[src/luef_pkg.sv]
package luef_pkg;

	// ----------------------------------------
	// Register map
	// ----------------------------------------
	localparam logic [7:0] EVENT_FLAGS_LINE_OFF = 8'h19;
	localparam logic [7:0] EVENT_FLAGS_PATH_OFF = 8'h1a;
	localparam logic [7:0] ERROR_COUNT_LOW_OFF  = 8'h1b;
	localparam logic [7:0] ERROR_COUNT_HIGH_OFF = 8'h1c;
	localparam logic [7:0] UNMAPPED_READ_VAL    = 8'h00;

	// ----------------------------------------
	// Field layout and widths
	// ----------------------------------------
	localparam int LINE_W = 7;
	localparam int PATH_W = 8;
	localparam int CNT_W  = 16;
	localparam int LINE_SIGNAL_LOST_BIT   = 0;
	localparam int LINE_ALARM_BIT         = 1;
	localparam int LINE_DRIVER_FAULT_BIT  = 2;
	localparam int LINE_TX_CLOCK_BIT      = 3;
	localparam int LINE_PATTERN_SYNC_BIT  = 4;
	localparam int LINE_LOOP_DEACT_BIT    = 5;
	localparam int LINE_LOOP_ACT_BIT      = 6;
	localparam int PATH_CNT_OVF_BIT       = 0;
	localparam int PATH_TIMER_BIT         = 1;
	localparam int PATH_CODE_VIOL_BIT     = 2;
	localparam int PATH_EXCESS_ZERO_BIT   = 3;
	localparam int PATH_BIT_ERROR_BIT     = 4;
	localparam int PATH_JITTER_UDF_BIT    = 5;
	localparam int PATH_JITTER_OVF_BIT    = 6;
	localparam int PATH_WAVE_OVF_BIT      = 7;

	// ----------------------------------------
	// Reset values and counts
	// ----------------------------------------
	localparam logic [7:0]       RD_DATA_RST = 8'h00;
	localparam logic [CNT_W-1:0] CNT_RST     = 16'h0000;
	localparam logic [CNT_W-1:0] CNT_MAX     = 16'hffff;
	localparam logic [6:0]       TX_LOSS_CYC = 7'h46;
	localparam logic [6:0]       TX_CNT_RST  = 7'h00;

	function automatic logic luef_hit(input logic [7:0] addr, input logic [7:0] off);
		luef_hit = (addr == off);
	endfunction

endpackage

[src/luef_event_latch.sv]
`timescale 1ns/100ps
module luef_event_latch #(
	parameter int W = 8
) (
	// Clock and reset
	input  wire logic         clk,
	input  wire logic         rstn,
	// Event sources and control
	input  wire logic [W-1:0] status,
	input  wire logic [W-1:0] mask,
	input  wire logic [W-1:0] edge_sel,
	input  wire logic         clr,
	// Latched flags and unregistered per-bit set events
	output logic [W-1:0]      flags_q,
	output logic [W-1:0]      set_evt
);
	import luef_pkg::*;

	typedef struct packed {
		logic [W-1:0] prev;
		logic [W-1:0] flags;
	} luef_latch_state_t;

	luef_latch_state_t s_q, s_d;

	// ----------------------------------------
	// Per-bit event detection
	// ----------------------------------------
	for (genvar i = 0; i < W; i++) begin : g_bit
		// Any change when edge select is high, else rising only
		assign set_evt[i] = ~mask[i] & (status[i] ^ s_q.prev[i]) & (edge_sel[i] | status[i]);
	end

	always_comb begin
		s_d       = s_q;
		s_d.prev  = status;
		// Set beats clear so no event is lost
		s_d.flags = (clr ? '0 : s_q.flags) | set_evt;
	end

	always_ff @(posedge clk or negedge rstn) begin
		if (!rstn) begin
			s_q <= '0;
		end else begin
			s_q <= s_d;
		end
	end

	assign flags_q = s_q.flags;
endmodule

[src/luef_tx_clock_monitor.sv]
`timescale 1ns/100ps
module luef_tx_clock_monitor (
	// Clock and reset
	input  wire logic clk,
	input  wire logic rstn,
	// Transmit clock pin
	input  wire logic transmit_clock_in,
	// Loss level
	output logic      tx_clock_missing_q
);
	import luef_pkg::*;

	typedef struct packed {
		logic       sync1;
		logic       sync2;
		logic       prev;
		logic [6:0] idle;
		logic       loss;
	} luef_txmon_state_t;

	luef_txmon_state_t s_q, s_d;
	logic              toggled;

	assign toggled = s_q.sync2 ^ s_q.prev;

	// ----------------------------------------
	// Idle counter
	// ----------------------------------------
	always_comb begin
		s_d       = s_q;
		s_d.sync1 = transmit_clock_in;
		s_d.sync2 = s_q.sync1;
		s_d.prev  = s_q.sync2;
		if (toggled) begin
			s_d.idle = TX_CNT_RST;
			s_d.loss = 1'b0;
		end else if (s_q.idle >= TX_LOSS_CYC) begin
			// Idle count at the limit; counter parks to avoid wrap
			s_d.loss = 1'b1;
		end else begin
			s_d.idle = s_q.idle + 7'h01;
		end
	end

	always_ff @(posedge clk or negedge rstn) begin
		if (!rstn) begin
			s_q <= '0;
		end else begin
			s_q <= s_d;
		end
	end

	assign tx_clock_missing_q = s_q.loss;
endmodule

[src/luef_event_flags.sv]
`timescale 1ns/100ps
module luef_event_flags (
	// Clock and reset
	input  wire logic                     clk,
	input  wire logic                     rstn,
	// Register read port
	input  wire logic                     rd_en,
	input  wire logic [7:0]               rd_addr,
	output logic [7:0]                    rd_data_q,
	output logic                          rd_valid_q,
	// Line status levels and transmit clock pin
	input  wire logic                     loop_activate_code_status,
	input  wire logic                     loop_deactivate_code_status,
	input  wire logic                     pattern_sync_status,
	input  wire logic                     driver_fault_status,
	input  wire logic                     alarm_signal_status,
	input  wire logic                     signal_lost_status,
	input  wire logic                     transmit_clock_in,
	// Path event sources
	input  wire logic                     wave_amplitude_overflow,
	input  wire logic                     jitter_buffer_overflow,
	input  wire logic                     jitter_buffer_underflow,
	input  wire logic                     pattern_bit_error,
	input  wire logic                     excess_zeros,
	input  wire logic                     code_violation,
	input  wire logic                     second_timer_expired,
	input  wire logic                     error_count_inc,
	// Masks and edge selects
	input  wire logic [luef_pkg::LINE_W-1:0] line_event_mask,
	input  wire logic [luef_pkg::LINE_W-1:0] line_edge_select,
	input  wire logic [luef_pkg::PATH_W-1:0] path_event_mask,
	input  wire logic [luef_pkg::PATH_W-1:0] path_edge_select,
	// Interrupt and status
	output logic                          irq_q,
	output logic                          tx_clock_missing_q
);
	import luef_pkg::*;

	typedef struct packed {
		logic [7:0]       rd_data;
		logic             rd_valid;
		logic [CNT_W-1:0] cnt;
		logic             irq;
		logic             tx_missing;
	} luef_top_state_t;

	luef_top_state_t   s_q, s_d;
	logic [LINE_W-1:0] line_status;
	logic [PATH_W-1:0] path_status;
	logic [LINE_W-1:0] event_flags_line;
	logic [PATH_W-1:0] event_flags_path;
	logic [LINE_W-1:0] line_set;
	logic [PATH_W-1:0] path_set;
	logic              line_clr;
	logic              path_clr;
	logic              cnt_ovf;
	logic              tx_loss;

	// ----------------------------------------
	// Event source assembly
	// ----------------------------------------
	always_comb begin
		line_status[LINE_LOOP_ACT_BIT]     = loop_activate_code_status;
		line_status[LINE_LOOP_DEACT_BIT]   = loop_deactivate_code_status;
		line_status[LINE_PATTERN_SYNC_BIT] = pattern_sync_status;
		line_status[LINE_TX_CLOCK_BIT]     = tx_loss;
		line_status[LINE_DRIVER_FAULT_BIT] = driver_fault_status;
		line_status[LINE_ALARM_BIT]        = alarm_signal_status;
		line_status[LINE_SIGNAL_LOST_BIT]  = signal_lost_status;
	end

	assign path_status = {wave_amplitude_overflow,
		jitter_buffer_overflow,
		jitter_buffer_underflow,
		pattern_bit_error,
		excess_zeros,
		code_violation,
		second_timer_expired,
		cnt_ovf};

	// Wrap of the counter is the overflow event
	assign cnt_ovf = error_count_inc & (s_q.cnt == CNT_MAX);

	// Clear-on-read strobes
	assign line_clr = rd_en & luef_hit(rd_addr, EVENT_FLAGS_LINE_OFF);
	assign path_clr = rd_en & luef_hit(rd_addr, EVENT_FLAGS_PATH_OFF);

	// ----------------------------------------
	// Sub-blocks
	// ----------------------------------------
	luef_tx_clock_monitor u_txmon (
		.clk                (clk),
		.rstn               (rstn),
		.transmit_clock_in  (transmit_clock_in),
		.tx_clock_missing_q (tx_loss)
	);

	luef_event_latch #(.W(LINE_W)) u_line (
		.clk      (clk),
		.rstn     (rstn),
		.status   (line_status),
		.mask     (line_event_mask),
		.edge_sel (line_edge_select),
		.clr      (line_clr),
		.flags_q  (event_flags_line),
		.set_evt  (line_set)
	);

	luef_event_latch #(.W(PATH_W)) u_path (
		.clk      (clk),
		.rstn     (rstn),
		.status   (path_status),
		.mask     (path_event_mask),
		.edge_sel (path_edge_select),
		.clr      (path_clr),
		.flags_q  (event_flags_path),
		.set_evt  (path_set)
	);

	// ----------------------------------------
	// Counter, readback, request
	// ----------------------------------------
	always_comb begin
		s_d          = s_q;
		s_d.rd_valid = rd_en;
		if (error_count_inc) begin
			s_d.cnt = s_q.cnt + 16'h0001;
		end
		if (rd_en) begin
			// Data captured before the clear lands on the same edge
			if (line_clr) begin
				s_d.rd_data = {1'b0, event_flags_line};
			end else if (path_clr) begin
				s_d.rd_data = event_flags_path;
			end else if (luef_hit(rd_addr, ERROR_COUNT_LOW_OFF)) begin
				s_d.rd_data = s_q.cnt[7:0];
			end else if (luef_hit(rd_addr, ERROR_COUNT_HIGH_OFF)) begin
				s_d.rd_data = s_q.cnt[15:8];
			end else begin
				s_d.rd_data = UNMAPPED_READ_VAL;
			end
		end
		// One cycle behind the flags; drops only after every flag is read away
		s_d.irq = (|event_flags_line) | (|event_flags_path);
		s_d.tx_missing = tx_loss;
	end

	always_ff @(posedge clk or negedge rstn) begin
		if (!rstn) begin
			s_q <= '{rd_data: RD_DATA_RST, rd_valid: 1'b0, cnt: CNT_RST, irq: 1'b0,
				tx_missing: 1'b0};
		end else begin
			s_q <= s_d;
		end
	end

	assign rd_data_q  = s_q.rd_data;
	assign rd_valid_q = s_q.rd_valid;
	assign irq_q      = s_q.irq;
	// One more flop so the status port is registered
	assign tx_clock_missing_q = s_q.tx_missing;
endmodule

[config.mk]
export PLATFORM = sky130hd
export DESIGN_NAME = luef_event_flags
export DESIGN_NICKNAME = d
export VERILOG_FILES = /design/src/luef_pkg.sv /design/src/luef_event_latch.sv /design/src/luef_tx_clock_monitor.sv /design/src/luef_event_flags.sv
export SDC_FILE = /design/constraint.sdc
export NUM_CORES = 1
export LEC_CHECK = 0
export ABC_AREA = 1
export CORE_MARGIN = 4
export CORE_UTILIZATION = 30
export DETAILED_ROUTE_END_ITERATION = 8
export DONT_BUFFER_PORTS = 1
export PLACE_DENSITY = 0.48
export SKIP_LAST_GASP = 1
export SYNTH_ARGS = -nofsm -noshare
export SYNTH_HDL_FRONTEND = slang
export SYNTH_SLANG_ARGS = --single-unit
[constraint.sdc]
create_clock -name clk -period 4.3 [get_ports clk]
set_input_delay 0.86 -clock clk [delete_from_list [all_inputs] [get_ports clk]]
set_output_delay 0.86 -clock clk [all_outputs]
set_load 0.03 [all_outputs]
**Yosys cells after proc, flatten, opt, wreduce, memory -nomap -nowiden**

Index checks and enable logic that the tools add are counted.

- Magnitude comparators: 1
- Bitwise gates (word level): 82
- Reduce and logical (&&, ||, !) cells: 3
- $add $sub $neg: 2
- Equal/unequal tests: 6
- Muxes and demuxes: 9

Operator list:

| kind | number |
|---|---|
| $mux W8 | 6 |
| $and A1 B1 Y1 | 33 |
| $eq A8 B5 Y1 const B | 4 |
| $add A16 B1 Y16 const B | 1 |
| $eq A16 B16 Y1 const B | 1 |
| $or A1 B1 Y1 | 16 |
| $xor A1 B1 Y1 | 16 |
| $not A1 Y1 | 15 |
| $mux W7 | 2 |
| $or A8 B8 Y8 | 1 |
| $reduce_or A8 Y1 | 1 |
| $add A7 B1 Y7 const B | 1 |
| $ge A7 B7 Y1 const B | 1 |
| $or A7 B7 Y7 | 1 |
| $reduce_or A7 Y1 | 1 |
| $ne A2 B1 Y1 const B | 1 |
| $reduce_bool A2 Y1 | 1 |
| $mux W1 | 1 |

- Logic and storage cells: 117
- Register bits after elaboration: 68
- Output and inout bits: 11
- Bits of input ports: 56

**Longest topological paths before layout**

Gate-level depths: netlist of the first run.

- Depth after elaboration: 6
- Depth in mapped cells: 10
- Mapped depth without buffers: 9

**Cells and area by module**

Synthesis of the first run repeated with hierarchy kept, for this count alone.

- Cell total of the unflattened synthesis: 455
- Area, all modules: 3,627.2 um2

Modules (own cells, without submodules):

| module | sequential area each (um2) | area an instance (um2) | times used | cells an instance |
|---|---|---|---|---|
| luef_event_flags | 675.6 | 1,691.6 | 1 | 220 |
| luef_event_latch at u_path | 400.4 | 714.4 | 1 | 89 |
| luef_event_latch at u_line | 350.3 | 625.6 | 1 | 78 |
| luef_tx_clock_monitor | 275.3 | 595.6 | 1 | 68 |

**Worst setup path before layout of the first run**

No wires, ideal clock.

- Kind: input port to flip-flop
- Start point: in error_count_inc
- End point: reg s_q[17] in the netlist's numbering
- Stages: 8
- Path buffers: 1
- Library setup time: 0.117 ns
- Slack: 2.539 ns
- Data required time: 4.183 ns
- Data arrival time: 1.644 ns
- Path through: buf_6 -> nand2_2 -> nor3_4 -> nand3b_2 -> nor2_4 -> nand3_1 -> nand2_1 -> nand2_1

RTL lines:

| what | line | source |
|---|---|---|
| from (decl) | luef_event_flags.sv:27 | `input wire logic error_count_inc,` |
| to (signal assigned) | luef_event_flags.sv:150 | `s_q <= '{rd_data: RD_DATA_RST, rd_valid: 1'b0, cnt: CNT_RST, irq: 1'b0,` |
| to (decl) | luef_event_flags.sv:47 | `luef_top_state_t s_q, s_d;` |

**Final worst setup path of the first run**

- Start point: reg s_q (netlist bit rd_data_q[0])
- End point: out rd_data_q[0]

RTL lines:

| what | line | source |
|---|---|---|
| to (decl) | luef_event_flags.sv:9 | `output logic [7:0] rd_data_q,` |

No word-level cell between the ends.

==> results of run 1 <==
-- state kept, by name, summed over array words and instances (netlist names) --
name,cells
irq_q,1
u_path.flags_q,8
u_txmon.tx_clock_missing_q,1
rd_data_q,8
s_q,16
rd_valid_q,1
u_path.s_q,8
u_line.flags_q,7
u_line.s_q,7
u_txmon.s_d,2
u_txmon.s_q,8
-- cell type report --
class / count / area [sq um] / area share, %
sequential: 67 / 1680 / 47.3
multi-input combinational: 233 / 1290 / 36.4
inverter: 51 / 191 / 5.40
tap: 136 / 170 / 4.80
clock buffer: 12 / 145 / 4.09
clock inverter: 4 / 73.8 / 2.08
-- final timing paths --
kind	end	slack (ns)	from	depth (start not counted)
worst max-delay path	rd_data_q[0]	2.54	rd_data_q[0]	0
worst min-delay path	u_txmon.s_q[6]	0.21	rstn	0
worst max register to register	u_txmon.s_q[6]	2.61	u_txmon.s_q[1]	8
worst min register to register	u_txmon.s_d[8]	0.34	u_txmon.s_d[9]	0
max in group asynchronous	s_q[2]	3.99	rstn	0
min in group clk	u_txmon.s_d[8]	0.34	u_txmon.s_d[9]	0
-- cells in the mapped netlist, drive strengths merged (7+ instances only) --
| cell | n |
|---|---|
| nor2 | 25 |
| a22oi | 7 |
| nand4 | 11 |
| a21oi | 17 |
| inv | 51 |
| nand2 | 64 |
| nand3 | 44 |
| xor2 | 10 |
| o21ai | 22 |
| a211o | 13 |
| dfrtp | 67 |
| buf | 13 |
-- power by group --
| group | internal [W] | switching (W) |
|---|---|---|
| sequential | 0.000684 | 0.0000730 |
| combinational | 0.0000586 | 0.0000786 |
| clock | 0.000343 | 0.000235 |
| total | 0.00109 | 0.000386 |
-- through the flow --
| step | hold WS (ns) | power, W | std cells | utilization (%) |
|---|---|---|---|---|
| after global placement | 0.333 | 0.000903 | 487 | 32.0 |
| after floorplan | 0.331 | 0.000870 | 364 | - |
| after detailed placement | 0.336 | 0.000908 | 487 | 32.0 |
| after CTS | 0.183 | 0.00150 | 503 | 34.1 |
| after global routing | 0.169 | 0.00156 | 503 | 34.1 |
| final | 0.205 | 0.00147 | 503 | 34.1 |
-- kinds of logic after synthesis --
kind of cell,after synthesis
AO/OA/AOI/OAI,62
buffers and inverters,64
XOR/XNOR,13
flip-flops,67
adder cells (fa/ha/maj),3
AND/OR/NAND/NOR,155
-- routing by layer --
layer / vias to the layer above / track usage, % / wire length [microns]
met5: - / 0 / 0
met4: 0 / 3.69 / 110
met3: 10 / 4.91 / 483
met2: 50 / 19.8 / 3390
met1: 1111 / 15.0 / 3210
li1: 1201 / - / -
==> results.toml, run 1 <==
[logic_synthesis]
synth-seq-cells = 67
synth_fa_ha_area_share_pct = 1.16
avgSynthCellArea_sq_um = 8.93
synth-simple-area-share_pct = 23.0
ys_seq_area_share_pct = 51.6
synth_cell_types = 31
synth_xor_xnor_area_share_pct = 3.74
postSynthCellCount = 364
yosys_most_used_dff = "dfrtp_1"
syn-num-nets = 423
mappedNetlistArea_sq_um = 3250
synth_top_area_share_pct = 51.6
synth-edff-count = 0
synthMuxAreaShare_pct = 0
async_flop_share_pct = 100
synth_area_leaders = "dfrtp_1 (52%), nand2_1 (7.0%), nand3_1 (6.6%)"
synth_top_family_by_area = "simple AND/OR/NAND/NOR gates"
yosysTopAreaCell = "dfrtp_1"
yosysWarnings = 0
synth-compound-area-share_pct = 11.8

[detailed_routing]
ant_nets = 0
avgViaCountPerCell = 4.72
firstDrtPassIters = 4
drtIter0Drc = 116
avgRoutedWirePerCell_microns = 14.3
wirelength_microns = 7190
drc = 0
vias = 2372

[grt]
grt_use_total_pct = 12.2
grt_pass1_wl_microns = 12100
grt_overflow = 0
grt_pass1_vias = 2427
grt_antenna_before_repair = 0
grt_start_max_net_pins = 68

[status]
status = "complete, no violations"

[min_path]
holdCritPathClass = "in2async"

[placement]
placed_cell_area_sq_um = 3330
dp_worst_setup_slack_ns = 2.22
dpl.hpwl_microns = 5330
port_buffers = 0
place_congestion = 0.780

[finish]
mostFrequentLayoutCell = "dfrtp_1"
mostFrequentLayoutCells = "dfrtp_1 (67), nand2_1 (61), inv_1 (47)"
drive_above_1_share_pct = 8.45
fillers = 1085
n_antenna_cell = 0
nets = 421
area_growth_pct = 9.16
final_area_sq_um = 3550

[power_and_ir_drop]
irDropWorstVdd_mv = 0.141
power_density_nw_per_um2 = 415
leakage_nw = 1.74

[timing]
setup_slack_ns = 2.54
rsz0062_at_grt = "false"
fin_crit_ns = 1.76
slew_violations = 0
max_freq_mhz = 568
worstMarginPinSlew_ns = 0.500
finalCritPeriodShare_pct = 40.9
slew_headroom_pct = 66.5
tns_ns = 0
setup-violations-final = 0
clock_skew_ns = 0.00874
final-hold-violation-count = 0

[floorplanning]
die_h_microns = 112
io_pins = 67
rows = 37
start_util_pct = 31.2
die-area_sq_um = 12600
die_w_microns = 112
fp.coreArea_sq_um = 10400

[clock_network]
insertion_delay_ns = 0.34
clkTransAtPathRegs_ns = 0.07
post_cts_resized = 0
htree_levels = 3
hold_buffers = 0
cts_tree = "yes"
postCtsSetupBuffers = 0
cts_buffers = 9
clk_path_buf_depth = 2
cts_sinks = 67
root_buffer = "clkbuf_8"

[critical_path]
crit_arrival_ns = 0.90
crit_path_end_kind = "output port"
crit_type = "reg2out"
worst-path-max-fanout = 2
required_ns = 3.44
cp-start-kind = "flop"

[job]
drv_cap = 0
Power figures use the tool's default switching activity.
==> run 2, diff against run 1 <==
--- a/config.mk
+++ b/config.mk
@@ -5,12 +5,12 @@
 export SDC_FILE = /design/constraint.sdc
 export NUM_CORES = 1
 export LEC_CHECK = 0
-export ABC_AREA = 1
+export ABC_AREA = 0
 export CORE_MARGIN = 4
 export CORE_UTILIZATION = 30
 export DETAILED_ROUTE_END_ITERATION = 8
 export DONT_BUFFER_PORTS = 1
-export PLACE_DENSITY = 0.48
+export PLACE_DENSITY = 0.49
 export SKIP_LAST_GASP = 1
 export SYNTH_ARGS = -nofsm -noshare
 export SYNTH_HDL_FRONTEND = slang
==> constraint.sdc (replaced) <==
create_clock -name clk -period 1.6 [get_ports clk]
set_input_delay 0.32 -clock clk [delete_from_list [all_inputs] [get_ports clk]]
set_output_delay 0.32 -clock clk [all_outputs]
set_load 0.03 [all_outputs]
==> results.toml, run 2 <==
[logic_synthesis]
synth-seq-cells = 67
postSynthCellCount = 257
synth_most_common_cell = "dfrtp_1"
yosysTopAreaCell = "dfrtp_1"
synth-edff-count = 0
synth_fa_ha_area_share_pct = 1.20
yosys_most_used_dff = "dfrtp_1"
synth_top_area_share_pct = 53.6
ys_seq_area_share_pct = 53.6
synthMuxAreaShare_pct = 7.45
synth_xor_xnor_area_share_pct = 5.60
synth_area_leaders = "dfrtp_1 (54%), mux2i_1 (6.7%), o2bb2ai_1 (4.2%)"
synth-compound-area-share_pct = 14.8
avgSynthCellArea_sq_um = 12.2
synth_top_family_by_area = "compound AO/OA/AOI/OAI gates"
mappedNetlistArea_sq_um = 3130
yosysWarnings = 0
synth_cell_types = 44
syn-num-nets = 316
synth-simple-area-share_pct = 13.9
synthTopCellsByCount = "dfrtp_1 (67), mux2i_1 (21), o2bb2ai_1 (15)"
async_flop_share_pct = 100

[timing]
max_freq_mhz = 653
finalCritPeriodShare_pct = 95.7
slew_violations = 0
setup-violations-final = 0
clock_skew_ns = 0.0145
slew_headroom_pct = 69.0
setup_slack_ns = 0.0681
final-hold-violation-count = 67
whs_ns = -0.348
rsz0062_at_grt = "true"
fin_crit_ns = 1.53
worstMarginPinSlew_ns = 0.461

[status]
violations = "negative hold slack"
status = "finished, violations left"

[detailed_routing]
avgRoutedWirePerCell_microns = 16.5
ant_nets = 0
wirelength_microns = 7010
drtIter0Drc = 68
firstDrtPassIters = 4
avgViaCountPerCell = 4.92
drc = 0
vias = 2091

[clock_network]
insertion_delay_ns = 0.35
clkTransAtPathRegs_ns = 0.08
cts_sinks = 67
cts_tree = "yes"
root_buffer = "clkbuf_8"
cts_buffers = 9
clk_path_buf_depth = 2
htree_levels = 3
hold_buffers = 15

[critical_path]
timing.rr.start = "s_q[2]"
crit_type = "reg2reg"
cp-start-kind = "flop"
required_ns = 1.89
rr_endpoint = "u_path.flags_q[0]"
crit_path_end_kind = "flop"
rrSetupSlack_ns = 0.07
worst-path-max-fanout = 4
worstRegToRegCells = 5
crit_arrival_ns = 1.82

[finish]
area_growth_pct = 19.4
finish.utilization_pct = 37.5
mostFrequentLayoutCells = "dfrtp_1 (67), mux2i_1 (21), buf_4 (17)"
nets = 346
n_antenna_cell = 0
largest_reg_flops = 16
mostFrequentLayoutCell = "dfrtp_1"
regMostFlops = "s_q"
drive_above_1_share_pct = 16.8

[floorplanning]
die_w_microns = 110
start_util_pct = 31.4
io_pins = 67
fp.coreArea_sq_um = 9950
die_h_microns = 110
die-area_sq_um = 12100
rows = 36

[grt]
grt_pass1_wl_microns = 11300
grt_pass1_vias = 2208
grt_overflow = 0
grt_use_total_pct = 12.4
grt_start_max_net_pins = 68
grt_antenna_before_repair = 0

[placement]
port_buffers = 0
dp_worst_setup_slack_ns = 0.00626
dpl.hpwl_microns = 5000
place_congestion = 0.804

[power_and_ir_drop]
p_sw_w = 0.00107
irDropWorstVdd_mv = 0.622
sw_frac_of_total_pct = 26.2
pwr-share-comb_pct = 11.9
seq_power_share_pct = 48.7
leakage_nw = 1.58
power_density_nw_per_um2 = 1090
clkPwrFrac_pct = 39.4
p_int_w = 0.00300

[job]
drv_cap = 0

[min_path]
holdCritPathClass = "in2async"
-- run 2: changes by cell type after synthesis, sizes merged, moves of 8 or more --
cell / before / now
a211o: 13 / 0
a21oi: 17 / 1
inv: 51 / 4
mux2i: 0 / 21
nand2: 64 / 10
nand3: 44 / 9
nor2: 25 / 10
nor2b: 0 / 14
o21ai: 22 / 9
o2bb2ai: 0 / 15
xnor2: 3 / 11
-- run 2: routing by layer --
metal  up-vias  GRT usage (%)  wire length [microns]
li1       1015              -                      -
met1      1003           16.5                   3280
met2        61           17.3                   2940
met3        12           5.65                    646
met4         0           5.43                    138
met5         -              0                      0
-- run 2: final cells by class --
cell class / instances / area (sq um)
multi-input combinational: 172 / 1350
tap: 133 / 166
clock inverter: 7 / 98.8
sequential: 67 / 1680
timing repair buffer: 33 / 298
inverter: 4 / 15.0
clock buffer: 9 / 124
fill: 992 / 6220
-- run 2: worst max-delay path, stage by stage (launching register included) --
cell and delay (ns):
dfrtp_1 0.42, ha_4 0.17, nand4_1 0.10, and4bb_2 0.33
mux2_2 0.33, o2bb2ai_1 0.13
-- run 2: cell families (layout without fill, tap and decap cells) --
kind of cell,count (synthesis),after routing
AOI/OAI and AO/OA,54,54
xor gates and xnor gates,20,20
adders and majority gates,3,3
buffers and inverters,18,53
DFF,67,67
muxes,23,23
and+or+nand+nor,72,72
-- run 2: worst max-delay path by stage --
stage | start | to | slack [ns] | cells after the start
finish | s_q[2] | u_path.flags_q[0] | 0.07 | 5
global route | u_txmon.s_q[1] | u_txmon.s_q[2] | -0.01 | 7
CTS | s_q[3] | u_path.flags_q[0] | 0.003 | 5
detailed placement | s_q[3] | u_path.flags_q[0] | 0.006 | 5
global placement | s_q[3] | u_path.flags_q[0] | 0.08 | 5
floorplan | u_txmon.s_q[1] | u_txmon.s_q[3] | 0.02 | 6
-- run 2: power by group through the flow --
| stage | Sequential, W | Combinational, W | Clock [W] |
|---|---|---|---|
| after floorplan | 0.00197 | 0.000312 | 0 |
| after global placement | 0.00200 | 0.000408 | 0 |
| after detailed placement | 0.00200 | 0.000411 | 0 |
| after CTS | 0.00197 | 0.000444 | 0.00166 |
| after global routing | 0.00200 | 0.000544 | 0.00173 |
| final | 0.00198 | 0.000483 | 0.00160 |
-- run 2: through the flow --
step / total power, W / instance area, sq um / std cells / TNS, ns / hold WS, ns
4_1_cts: 0.00407 / 3700 / 423 / 0 / -0.367
2_1_floorplan: 0.00228 / 3130 / 257 / 0 / 0.0244
3_3_place_gp: 0.00241 / 3330 / 392 / 0 / 0.0294
3_5_place_dp: 0.00241 / 3330 / 392 / 0 / 0.0290
5_1_grt: 0.00427 / 3730 / 425 / -0.0287 / -0.377
6_report: 0.00407 / 3730 / 425 / 0 / -0.348
-- run 2: repair_timing --
item	4_1_cts	5_1_grt
setup buffers	0	2
resized for setup	0	2
hold endpoints to repair	82	67
setup endpoints to repair	0	2
